$ cat src/rtl/irq_pkg.sv
// Constants, types and helpers shared by the interrupt flag and vector unit
package irq_pkg;

  // Program counter width seen by the core
  localparam int PC_W = 12;

  // Register byte offsets on the register bus
  localparam logic [4:0] OFF_TMR0 = 5'h00;
  localparam logic [4:0] OFF_TMR1 = 5'h04;
  localparam logic [4:0] OFF_TMR3 = 5'h08;
  localparam logic [4:0] OFF_CTRL = 5'h0C;
  localparam logic [4:0] OFF_HALL = 5'h10;
  localparam logic [4:0] OFF_EDGE = 5'h14;
  localparam logic [4:0] OFF_STAT = 5'h18;

  // Timer match register fields
  localparam int TMR_AF_BIT = 5;
  localparam int TMR_PF_BIT = 4;
  localparam int TMR_AE_BIT = 1;
  localparam int TMR_PE_BIT = 0;

  // Control register fields
  localparam int CTRL_GIE_BIT  = 0;
  localparam int CTRL_HGE_BIT  = 1;
  localparam int CTRL_EXTE_BIT = 2;
  localparam int CTRL_FLTE_BIT = 3;
  localparam int CTRL_HGF_BIT  = 4;
  localparam int CTRL_EXTF_BIT = 5;
  localparam int CTRL_FLTF_BIT = 6;
  localparam int CTRL_TGF_BIT  = 7;
  localparam int CTRL_TGE_BIT  = 8;

  // Hall register fields: flags at 6..4, enables at 2..0
  localparam int HALL_F_LSB = 4;
  localparam int HALL_E_LSB = 0;

  // Edge select register fields
  localparam int EDGE_HALL_LSB = 0;
  localparam int EDGE_EXT_LSB  = 2;
  localparam int EDGE_FLT_LSB  = 4;

  // Values after reset
  localparam logic [7:0] TMR_RST  = 8'h00;
  localparam logic [1:0] EDGE_RST = 2'h0;

  // Bus responses
  localparam logic [1:0] RESP_OKAY   = 2'h0;
  localparam logic [1:0] RESP_SLVERR = 2'h2;

  // Edge select encoding
  typedef enum logic [1:0] {
    EDGE_OFF  = 2'h0,
    EDGE_RISE = 2'h1,
    EDGE_FALL = 2'h2,
    EDGE_BOTH = 2'h3
  } edge_sel_t;

  // Serviced source, one-hot
  typedef enum logic [3:0] {
    SRC_NONE = 4'h0,
    SRC_EXT  = 4'h1,
    SRC_FLT  = 4'h2,
    SRC_HALL = 4'h4,
    SRC_TMR  = 4'h8
  } irq_src_t;

  // Vector request to the program sequencer
  typedef struct packed {
    logic              take;
    irq_src_t          src;
    logic [PC_W-1:0]   vector;
    logic [PC_W-1:0]   push_addr;
  } irq_take_t;

  // Selected transition seen between previous and current level
  function automatic logic edge_hit(input logic cur, input logic prev,
                                    input logic [1:0] sel);
    edge_hit = (cur & ~prev & sel[0]) | (~cur & prev & sel[1]);
  endfunction

endpackage

$ cat src/rtl/irq_vector_unit.sv
// Interrupt flag, enable and vectoring unit with AXI4-Lite registers
//
// Operation
// - timer0 register: flags bits 5,4, enables 1,0
// - timer1 register uses the same layout
// - timer3 register uses the same layout
// - unused bits read zero, all reset zero
// - events set flags; enable gates vector jump
// - global enable low blocks all vectoring
// - take pushes next PC, loads vector
// - return instruction pops the saved PC
// - entry clears global enable; flags keep recording
// - full stack blocks acknowledge until pop
// - simultaneous requests served by fixed priority
// - any flag setting raises wake request
// - Hall flags set on selected filtered edge
// - Hall vector needs global, group, channel enables
// - Hall service clears group flag only
// - external flag set on selected pin edge
// - external service vectors and clears its flag
// - filter input flag on two-bit edge select
// - filter input service vectors and clears flag
// - edge codes: off, rise, fall, both
// - group flag set by member; service clears group
//
// The implementer's own choices: the placing of the registers and register access over AXI4-Lite.
`timescale 1ns/10ps
module irq_vector_unit
  import irq_pkg::*;
#(
  parameter logic [PC_W-1:0] VEC_EXT  = 12'h004,
  parameter logic [PC_W-1:0] VEC_FLT  = 12'h008,
  parameter logic [PC_W-1:0] VEC_HALL = 12'h00C,
  parameter logic [PC_W-1:0] VEC_TMR  = 12'h010
) (
  input  wire logic             clk,
  input  wire logic             reset,
  // AXI4-Lite slave
  input  wire logic [4:0]       s_axi_awaddr,
  input  wire logic             s_axi_awvalid,
  output logic                  s_axi_awready,
  input  wire logic [31:0]      s_axi_wdata,
  input  wire logic [3:0]       s_axi_wstrb,
  input  wire logic             s_axi_wvalid,
  output logic                  s_axi_wready,
  output logic [1:0]            s_axi_bresp,
  output logic                  s_axi_bvalid,
  input  wire logic             s_axi_bready,
  input  wire logic [4:0]       s_axi_araddr,
  input  wire logic             s_axi_arvalid,
  output logic                  s_axi_arready,
  output logic [31:0]           s_axi_rdata,
  output logic [1:0]            s_axi_rresp,
  output logic                  s_axi_rvalid,
  input  wire logic             s_axi_rready,
  // Event sources
  input  wire logic             filtered_hall_a,
  input  wire logic             filtered_hall_b,
  input  wire logic             filtered_hall_c,
  input  wire logic             ext_pin,
  input  wire logic             filtered_input_pin,
  input  wire logic [2:0]       tmr_cmpa_match,
  input  wire logic [2:0]       tmr_cmpp_match,
  // Program sequencer side
  input  wire logic [PC_W-1:0]  core_next_pc,
  input  wire logic             stack_full,
  input  wire logic             return_from_irq,
  output irq_take_t             irq_take,
  output logic                  stack_pop,
  output logic                  wake_req
);

  // Register state
  logic [2:0] tmr_cmpa_flag_reg, tmr_cmpp_flag_reg;
  logic [2:0] tmr_cmpa_en_reg, tmr_cmpp_en_reg;
  logic [2:0] hall_flag_reg, hall_en_reg;
  logic       global_irq_en_reg, hall_group_en_reg, tmr_group_en_reg;
  logic       ext_pin_en_reg, filtered_input_en_reg;
  logic       hall_group_flag_reg, tmr_group_flag_reg;
  logic       ext_pin_flag_reg, filtered_input_flag_reg;
  logic [1:0] hall_edge_select_reg, ext_pin_edge_select_reg;
  logic [1:0] filt_edge_sel_reg;
  logic [2:0] hall_prev_reg;
  logic       ext_prev_reg, filt_prev_reg;

  // Bus state
  logic [4:0]  awaddr_reg;
  logic        aw_have_reg, w_have_reg;
  logic [31:0] wdata_reg;
  logic [3:0]  wstrb_reg;

  // Combinational terms
  logic        wr_fire, wr_b0, wr_b1;
  logic [2:0]  hall_level, hall_set, tmr_a_set, tmr_p_set;
  logic        ext_set, filt_set, hall_grp_set, tmr_grp_set;
  logic        pend_ext, pend_flt, pend_hall, pend_tmr, can_take;
  irq_src_t    pick;
  logic [31:0] rd_mux;
  logic        rd_hit;

  assign hall_level = {filtered_hall_c, filtered_hall_b, filtered_hall_a};

  // Write path: address and data are taken in either order
  assign s_axi_awready = ~aw_have_reg;
  assign s_axi_wready  = ~w_have_reg;
  assign wr_fire = aw_have_reg & w_have_reg & ~s_axi_bvalid;
  assign wr_b0   = wr_fire & wstrb_reg[0];
  assign wr_b1   = wr_fire & wstrb_reg[1];

  // Write address and data holding
  always_ff @(posedge clk or posedge reset) begin
    if (reset) begin
      aw_have_reg <= 1'b0;
      w_have_reg  <= 1'b0;
      awaddr_reg  <= 5'h00;
      wdata_reg   <= 32'h0000_0000;
      wstrb_reg   <= 4'h0;
    end else begin
      if (s_axi_awvalid && !aw_have_reg) begin
        aw_have_reg <= 1'b1;
        awaddr_reg  <= s_axi_awaddr;
      end else if (wr_fire) begin
        aw_have_reg <= 1'b0;
      end
      if (s_axi_wvalid && !w_have_reg) begin
        w_have_reg <= 1'b1;
        wdata_reg  <= s_axi_wdata;
        wstrb_reg  <= s_axi_wstrb;
      end else if (wr_fire) begin
        w_have_reg <= 1'b0;
      end
    end
  end

  // Write response; unmapped or status offsets answer with an error
  always_ff @(posedge clk or posedge reset) begin
    if (reset) begin
      s_axi_bvalid <= 1'b0;
      s_axi_bresp  <= RESP_OKAY;
    end else if (wr_fire) begin
      s_axi_bvalid <= 1'b1;
      s_axi_bresp  <= (awaddr_reg <= OFF_EDGE && awaddr_reg[1:0] == 2'h0)
                      ? RESP_OKAY : RESP_SLVERR;
    end else if (s_axi_bready) begin
      s_axi_bvalid <= 1'b0;
    end
  end

  // Edge detectors on the sampled inputs
  always_ff @(posedge clk or posedge reset) begin
    if (reset) begin
      hall_prev_reg <= 3'h0;
      ext_prev_reg  <= 1'b0;
      filt_prev_reg <= 1'b0;
    end else begin
      hall_prev_reg <= hall_level;
      ext_prev_reg  <= ext_pin;
      filt_prev_reg <= filtered_input_pin;
    end
  end

  // Set terms per source: one-cycle edge pulses, timer match inputs passed through as they are
  genvar g;
  generate
    for (g = 0; g < 3; g++) begin : g_hall_edge
      assign hall_set[g] = edge_hit(hall_level[g], hall_prev_reg[g],
                                    hall_edge_select_reg);
    end
  endgenerate
  assign ext_set  = edge_hit(ext_pin, ext_prev_reg,
                             ext_pin_edge_select_reg);
  assign filt_set = edge_hit(filtered_input_pin, filt_prev_reg,
                             filt_edge_sel_reg);
  assign tmr_a_set = tmr_cmpa_match;
  assign tmr_p_set = tmr_cmpp_match;

  // Group requests only from enabled members
  assign hall_grp_set = |(hall_set & hall_en_reg);
  assign tmr_grp_set  = |(tmr_a_set & tmr_cmpa_en_reg)
                      | |(tmr_p_set & tmr_cmpp_en_reg);

  // Pending requests and fixed-priority pick
  assign pend_ext  = ext_pin_flag_reg & ext_pin_en_reg;
  assign pend_flt  = filtered_input_flag_reg & filtered_input_en_reg;
  assign pend_hall = hall_group_flag_reg & hall_group_en_reg;
  assign pend_tmr  = tmr_group_flag_reg & tmr_group_en_reg;
  assign can_take  = global_irq_en_reg & ~stack_full;

  always_comb begin
    pick = SRC_NONE;
    if (can_take) begin
      if (pend_ext) begin
        pick = SRC_EXT;
      end else if (pend_flt) begin
        pick = SRC_FLT;
      end else if (pend_hall) begin
        pick = SRC_HALL;
      end else if (pend_tmr) begin
        pick = SRC_TMR;
      end
    end
  end

  // Timer match flags and enables, one register per timer
  generate
    for (g = 0; g < 3; g++) begin : g_tmr
      logic [4:0] off;
      assign off = (g == 0) ? OFF_TMR0 : (g == 1) ? OFF_TMR1 : OFF_TMR3;
      always_ff @(posedge clk or posedge reset) begin
        if (reset) begin
          tmr_cmpa_flag_reg[g] <= TMR_RST[TMR_AF_BIT];
          tmr_cmpp_flag_reg[g] <= TMR_RST[TMR_PF_BIT];
          tmr_cmpa_en_reg[g]   <= TMR_RST[TMR_AE_BIT];
          tmr_cmpp_en_reg[g]   <= TMR_RST[TMR_PE_BIT];
        end else begin
          if (wr_b0 && awaddr_reg == off) begin
            tmr_cmpa_flag_reg[g] <= wdata_reg[TMR_AF_BIT] | tmr_a_set[g];
            tmr_cmpp_flag_reg[g] <= wdata_reg[TMR_PF_BIT] | tmr_p_set[g];
            tmr_cmpa_en_reg[g]   <= wdata_reg[TMR_AE_BIT];
            tmr_cmpp_en_reg[g]   <= wdata_reg[TMR_PE_BIT];
          end else begin
            tmr_cmpa_flag_reg[g] <= tmr_cmpa_flag_reg[g] | tmr_a_set[g];
            tmr_cmpp_flag_reg[g] <= tmr_cmpp_flag_reg[g] | tmr_p_set[g];
          end
        end
      end
    end
  endgenerate

  // Hall member flags: only software clears them
  always_ff @(posedge clk or posedge reset) begin
    if (reset) begin
      hall_flag_reg <= 3'h0;
      hall_en_reg   <= 3'h0;
    end else if (wr_b0 && awaddr_reg == OFF_HALL) begin
      hall_flag_reg <= wdata_reg[HALL_F_LSB +: 3] | hall_set;
      hall_en_reg   <= wdata_reg[HALL_E_LSB +: 3];
    end else begin
      hall_flag_reg <= hall_flag_reg | hall_set;
    end
  end

  // Edge select fields
  always_ff @(posedge clk or posedge reset) begin
    if (reset) begin
      hall_edge_select_reg    <= EDGE_RST;
      ext_pin_edge_select_reg <= EDGE_RST;
      filt_edge_sel_reg       <= EDGE_RST;
    end else if (wr_b0 && awaddr_reg == OFF_EDGE) begin
      hall_edge_select_reg    <= wdata_reg[EDGE_HALL_LSB +: 2];
      ext_pin_edge_select_reg <= wdata_reg[EDGE_EXT_LSB +: 2];
      filt_edge_sel_reg       <= wdata_reg[EDGE_FLT_LSB +: 2];
    end
  end

  // Control enables; entry to service drops the global enable
  always_ff @(posedge clk or posedge reset) begin
    if (reset) begin
      global_irq_en_reg     <= 1'b0;
      hall_group_en_reg     <= 1'b0;
      ext_pin_en_reg        <= 1'b0;
      filtered_input_en_reg <= 1'b0;
      tmr_group_en_reg      <= 1'b0;
    end else begin
      if (pick != SRC_NONE) begin
        global_irq_en_reg <= 1'b0;
      end else if (wr_b0 && awaddr_reg == OFF_CTRL) begin
        global_irq_en_reg <= wdata_reg[CTRL_GIE_BIT];
      end
      if (wr_b0 && awaddr_reg == OFF_CTRL) begin
        hall_group_en_reg     <= wdata_reg[CTRL_HGE_BIT];
        ext_pin_en_reg        <= wdata_reg[CTRL_EXTE_BIT];
        filtered_input_en_reg <= wdata_reg[CTRL_FLTE_BIT];
      end
      if (wr_b1 && awaddr_reg == OFF_CTRL) begin
        tmr_group_en_reg <= wdata_reg[CTRL_TGE_BIT];
      end
    end
  end

  // Auto-cleared request flags; a new event beats any clear
  always_ff @(posedge clk or posedge reset) begin
    if (reset) begin
      hall_group_flag_reg     <= 1'b0;
      ext_pin_flag_reg        <= 1'b0;
      filtered_input_flag_reg <= 1'b0;
      tmr_group_flag_reg      <= 1'b0;
    end else if (wr_b0 && awaddr_reg == OFF_CTRL) begin
      hall_group_flag_reg     <= wdata_reg[CTRL_HGF_BIT] | hall_grp_set;
      ext_pin_flag_reg        <= wdata_reg[CTRL_EXTF_BIT] | ext_set;
      filtered_input_flag_reg <= wdata_reg[CTRL_FLTF_BIT] | filt_set;
      tmr_group_flag_reg      <= wdata_reg[CTRL_TGF_BIT] | tmr_grp_set;
    end else begin
      hall_group_flag_reg <= (hall_group_flag_reg & (pick != SRC_HALL))
                             | hall_grp_set;
      ext_pin_flag_reg    <= (ext_pin_flag_reg & (pick != SRC_EXT))
                             | ext_set;
      filtered_input_flag_reg <= (filtered_input_flag_reg
                                  & (pick != SRC_FLT)) | filt_set;
      tmr_group_flag_reg  <= (tmr_group_flag_reg & (pick != SRC_TMR))
                             | tmr_grp_set;
    end
  end

  // Vector request, stack pop and wake outputs
  always_ff @(posedge clk or posedge reset) begin
    if (reset) begin
      irq_take  <= '0;
      stack_pop <= 1'b0;
      wake_req  <= 1'b0;
    end else begin
      irq_take.take      <= (pick != SRC_NONE);
      irq_take.src       <= pick;
      irq_take.push_addr <= core_next_pc;
      case (pick)
        SRC_EXT:  irq_take.vector <= VEC_EXT;
        SRC_FLT:  irq_take.vector <= VEC_FLT;
        SRC_HALL: irq_take.vector <= VEC_HALL;
        SRC_TMR:  irq_take.vector <= VEC_TMR;
        default:  irq_take.vector <= irq_take.vector;
      endcase
      stack_pop <= return_from_irq;
      wake_req  <= |{hall_set, ext_set, filt_set, tmr_a_set,
                     tmr_p_set};
    end
  end

  // Read data selection
  always_comb begin
    rd_mux = 32'h0000_0000;
    rd_hit = 1'b1;
    case (s_axi_araddr)
      OFF_TMR0: rd_mux[5:0] = {tmr_cmpa_flag_reg[0], tmr_cmpp_flag_reg[0],
                               2'h0, tmr_cmpa_en_reg[0],
                               tmr_cmpp_en_reg[0]};
      OFF_TMR1: rd_mux[5:0] = {tmr_cmpa_flag_reg[1], tmr_cmpp_flag_reg[1],
                               2'h0, tmr_cmpa_en_reg[1],
                               tmr_cmpp_en_reg[1]};
      OFF_TMR3: rd_mux[5:0] = {tmr_cmpa_flag_reg[2], tmr_cmpp_flag_reg[2],
                               2'h0, tmr_cmpa_en_reg[2],
                               tmr_cmpp_en_reg[2]};
      OFF_CTRL: rd_mux[8:0] = {tmr_group_en_reg, tmr_group_flag_reg,
                               filtered_input_flag_reg, ext_pin_flag_reg,
                               hall_group_flag_reg, filtered_input_en_reg,
                               ext_pin_en_reg, hall_group_en_reg,
                               global_irq_en_reg};
      OFF_HALL: rd_mux[6:0] = {hall_flag_reg, 1'b0, hall_en_reg};
      OFF_EDGE: rd_mux[5:0] = {filt_edge_sel_reg, ext_pin_edge_select_reg,
                               hall_edge_select_reg};
      OFF_STAT: rd_mux[5:0] = {stack_full, irq_take.take, pend_tmr,
                               pend_hall, pend_flt, pend_ext};
      default:  rd_hit = 1'b0;
    endcase
  end

  // Read channel: one read in flight
  assign s_axi_arready = ~s_axi_rvalid;

  always_ff @(posedge clk or posedge reset) begin
    if (reset) begin
      s_axi_rvalid <= 1'b0;
      s_axi_rdata  <= 32'h0000_0000;
      s_axi_rresp  <= RESP_OKAY;
    end else if (s_axi_arvalid && !s_axi_rvalid) begin
      s_axi_rvalid <= 1'b1;
      s_axi_rdata  <= rd_mux;
      s_axi_rresp  <= rd_hit ? RESP_OKAY : RESP_SLVERR;
    end else if (s_axi_rready) begin
      s_axi_rvalid <= 1'b0;
    end
  end

endmodule // irq_vector_unit

$ cat config.mk
export PLATFORM = sky130hd
export DESIGN_NAME = irq_vector_unit
export DESIGN_NICKNAME = d
export VERILOG_FILES = /design/src/rtl/irq_pkg.sv /design/src/rtl/irq_vector_unit.sv
export SDC_FILE = /design/constraint.sdc
export NUM_CORES = 1
export LEC_CHECK = 0
export BUFFER_PORTS_ARGS = -buffer_cell sky130_fd_sc_hd__buf_2
export CORE_UTILIZATION = 45
export CTS_CLUSTER_SIZE = 8
export DETAILED_ROUTE_END_ITERATION = 10
export PLACE_DENSITY_LB_ADDON = 0.3
export REMOVE_ABC_BUFFERS = 1
export SLEW_MARGIN = 5
export SYNTH_ARGS = -nofsm -noshare
export SYNTH_HDL_FRONTEND = slang
export SYNTH_SLANG_ARGS = --single-unit
export TNS_END_PERCENT = 1
$ cat constraint.sdc
create_clock -name clk -period 4.04 [get_ports clk]
set_clock_uncertainty 0.1 [all_clocks]
set_input_delay 0.606 -clock clk [delete_from_list [all_inputs] [get_ports clk]]
set_output_delay 0.606 -clock clk [all_outputs]
set_load 0.02 [all_outputs]
==> impl_metrics.py <==
metrics = {
    "logic_synthesis": {
        "synth_edf_count": 0,
        "ys_seq_area_share_pct": 55.3,
        "synth_warnings": 0,
        "postSynthAreaPerCell_um2": 11.8,
        "ys.flop_type": "dfrtp_1",
        "ys_types": 47,
        "synth_seq_cells": 91,
        "synthesis.area_mm2": 0.00412,
        "ys_async_sr_fraction_pct": 100,
        "synthCells": 350,
    },
    "flow_run": {
        "cap_viol_max_count": 0,
    },
    "timing": {
        "finalSetupViolations": 0,
        "fmax_mhz": 542,
        "layout_setup_ws_ps": 2190,
        "period_share_pct": 45.7,
        "finalHoldViolCount": 0,
        "min_period_ps": 1850,
        "hold_slack_ps": 249,
        "slew_headroom_pct": 48.3,
        "tightest_slew_ps": 774,
        "finalMaxSlewViolations": 0,
        "rsz0062_at_grt": "false",
        "fin_tns_setup_ps": 0,
    },
    "layout": {
        "area_growth_pct": 14.7,
        "layout_commonest_cell": "dfrtp_1",
        "final_cell_mix": "91 x dfrtp_1, 90 x buf_2, 34 x nand2_1, 34 x conb_1, 25 x mux2_2",
        "drive_gt1_share_pct": 33.4,
        "nets": 522,
        "antenna_cells": 0,
        "utilization_pct": 53.6,
        "largest_register_ffs": 20,
        "fillerInstances": 793,
    },
    "worst_setup_path": {
        "crit_fanout": 10,
        "crit_path_start_kind": "register",
        "crit_start": "s_axi_bvalid",
        "r2r_slack_ps": 2190,
        "crit_arrival_ps": 1970,
        "cp_top_family": "simple AND/OR/NAND/NOR gates",
        "max_stage_delay_ps": 440,
        "slowest_stage": "and3b_1",
        "crit_path_end_kind": "register",
        "reg2reg_depth": 4,
        "timing.rr.end": "hall_group_flag_reg",
        "crit_type": "register to register",
        "cpMostUsedCell": "o211ai_1",
        "path_cells": "and3b_1 > nand3_1 > o211ai_1 > o211ai_1",
        "timing.rr.start": "s_axi_bvalid",
        "cp.buffers_inverters": 0,
        "required_ps": 4160,
    },
    "hold_path": {
        "hold_class": "input port to register",
        "min_path_cells": 1,
        "min_to": "irq_take[4]",
        "worstHoldStart": "core_next_pc[4]",
    },
    "place": {
        "port-buffer-count": 90,
        "pre_cts_ws_ps": 2060,
        "place_congestion": 0.841,
        "hpwlAfterDp_um": 6470,
    },
    "global_routing": {
        "grt_pass1_vias": 2828,
        "grt_first_pass_wirelength_um": 14100,
        "grt_use_met3_pct": 4.82,
        "antenna_found_initial": 0,
        "met1_usage_pct": 26.4,
        "grt.total_usage_pct": 19.1,
        "grt.busiest_layer": "met2",
        "grt_overflow_total": 0,
        "use_met2_pct": 28.9,
        "grt_max_degree": 47,
    },
    "floorplan": {
        "ios": 150,
        "core_mm2": 0.00881,
        "die_h_um": 97.6,
        "rows": 34,
        "die_area_mm2": 0.00953,
        "initial_core_util_pct": 46.7,
        "die_w_um": 97.6,
    },
    "power": {
        "vdd_drop_max_mv": 0.362,
        "power_mw": 2.70,
        "power_density_mw_per_mm2": 573,
        "p_leak_nw": 2.31,
    },
    "drt": {
        "dr_total_vias": 2917,
        "wl_per_cell_um": 15.6,
        "drtIter0Drc": 177,
        "remaining_drc_errors": 32,
        "vias_per_cell": 5.24,
        "drt_first_pass_iters": 8,
        "routed_wl_um": 8690,
        "final_antenna_net_count": 0,
    },
    "clocking": {
        "post_cts_resized": 0,
        "clkSinkCount": 91,
        "cts_tree": "done",
        "htreeDepth": 3,
        "max-clock-path-buffers": 2,
        "post-cts-setup-buffer-count": 0,
        "path_clk_slew_ps": 80,
        "ctsRootBufferMaster": "clkbuf_8",
        "hold_buffers": 0,
        "insertion_delay_ps": 360,
        "cts_buffers": 9,
    },
    "run_status": {
        "violations": "design-rule violations",
        "status": "finished, violations left",
    },
}
[per-layer routing]
layer	share of wire, %	vias to the layer above	routed length (um)
met5	0	-	0
met2	45	152	3940
li1	-	1351	-
met4	1.3	0	116
met1	46	1405	4000
met3	7.3	9	633
[cells in the mapped netlist, types with 2 or more instances]
| master | count | share of area, % |
|---|---|---|
| nand2_4 | 2 | 0.55 |
| o211ai_1 | 4 | 0.73 |
| o22ai_1 | 2 | 0.30 |
| nand2_1 | 34 | 3.1 |
| a22oi_1 | 9 | 1.6 |
| a22o_1 | 2 | 0.43 |
| mux2_4 | 7 | 2.6 |
| nand2b_1 | 6 | 0.91 |
| nand3b_1 | 7 | 1.3 |
| a211o_1 | 10 | 2.1 |
| and3_2 | 2 | 0.36 |
| nor2_1 | 21 | 1.9 |
| mux4_2 | 3 | 1.6 |
| nand3_1 | 10 | 1.2 |
| nor3_1 | 4 | 0.49 |
| o21ai_0 | 15 | 1.8 |
| dfrtp_1 | 91 | 55 |
| buf_4 | 36 | 6.6 |
| nor3b_1 | 2 | 0.36 |
| nor4_1 | 4 | 0.61 |
| inv_1 | 13 | 1.2 |
| and3b_1 | 3 | 0.64 |
| mux2i_1 | 4 | 0.97 |
| a31oi_1 | 3 | 0.46 |
| buf_2 | 4 | 0.49 |
| mux2_2 | 25 | 6.8 |
| nor2b_1 | 4 | 0.61 |
| a21oi_1 | 4 | 0.49 |
[cell type report]
cell class | count | area (um2) | share of cell area, %
Clock buffer | 12 | 135 | 2.86
Clock inverter | 4 | 51.3 | 1.09
Inverter | 13 | 50.0 | 1.06
Multi-Input combinational cell | 237 | 1610 | 34.1
Sequential cell | 91 | 2280 | 48.2
Tap cell | 108 | 135 | 2.86
Timing Repair Buffer | 92 | 465 | 9.85
[how the worst max path moves through the flow]
| stage | cells past startpoint | slack (ps) | end |
|---|---|---|---|
| after floorplan | 1 | 970 | aw_have_reg |
| after global placement | 5 | 2070 | s_axi_rdata[4] |
| after detailed placement | 5 | 2060 | s_axi_rdata[4] |
| after CTS | 4 | 2230 | hall_group_flag_reg |
| after global routing | 4 | 2120 | hall_group_flag_reg |
| final | 4 | 2190 | hall_group_flag_reg |
[metrics by stage]
| stage | instance area (um2) | std cells |
|---|---|---|
| final | 4720 | 557 |
| after global routing | 4720 | 557 |
| after CTS | 4720 | 557 |
| after detailed placement | 4540 | 541 |
| after global placement | 4540 | 541 |
| after floorplan | 3940 | 341 |
[power by group]
part           switching [mW]  internal, mW  total [mW]
Sequential              0.241          1.15        1.39
Combinational           0.378         0.344       0.722
Clock                   0.308         0.287       0.595
[cells by family after synthesis]
logic type      Yosys count  share of synthesized area [%]
other cells               1                         0.0911
compound gates           57                           9.64
flops                    91                           55.3
mux                      39                           12.0
simple gates            107                           14.3
buf+inv                  55                           8.60
(Power assumes the default switching activity.)
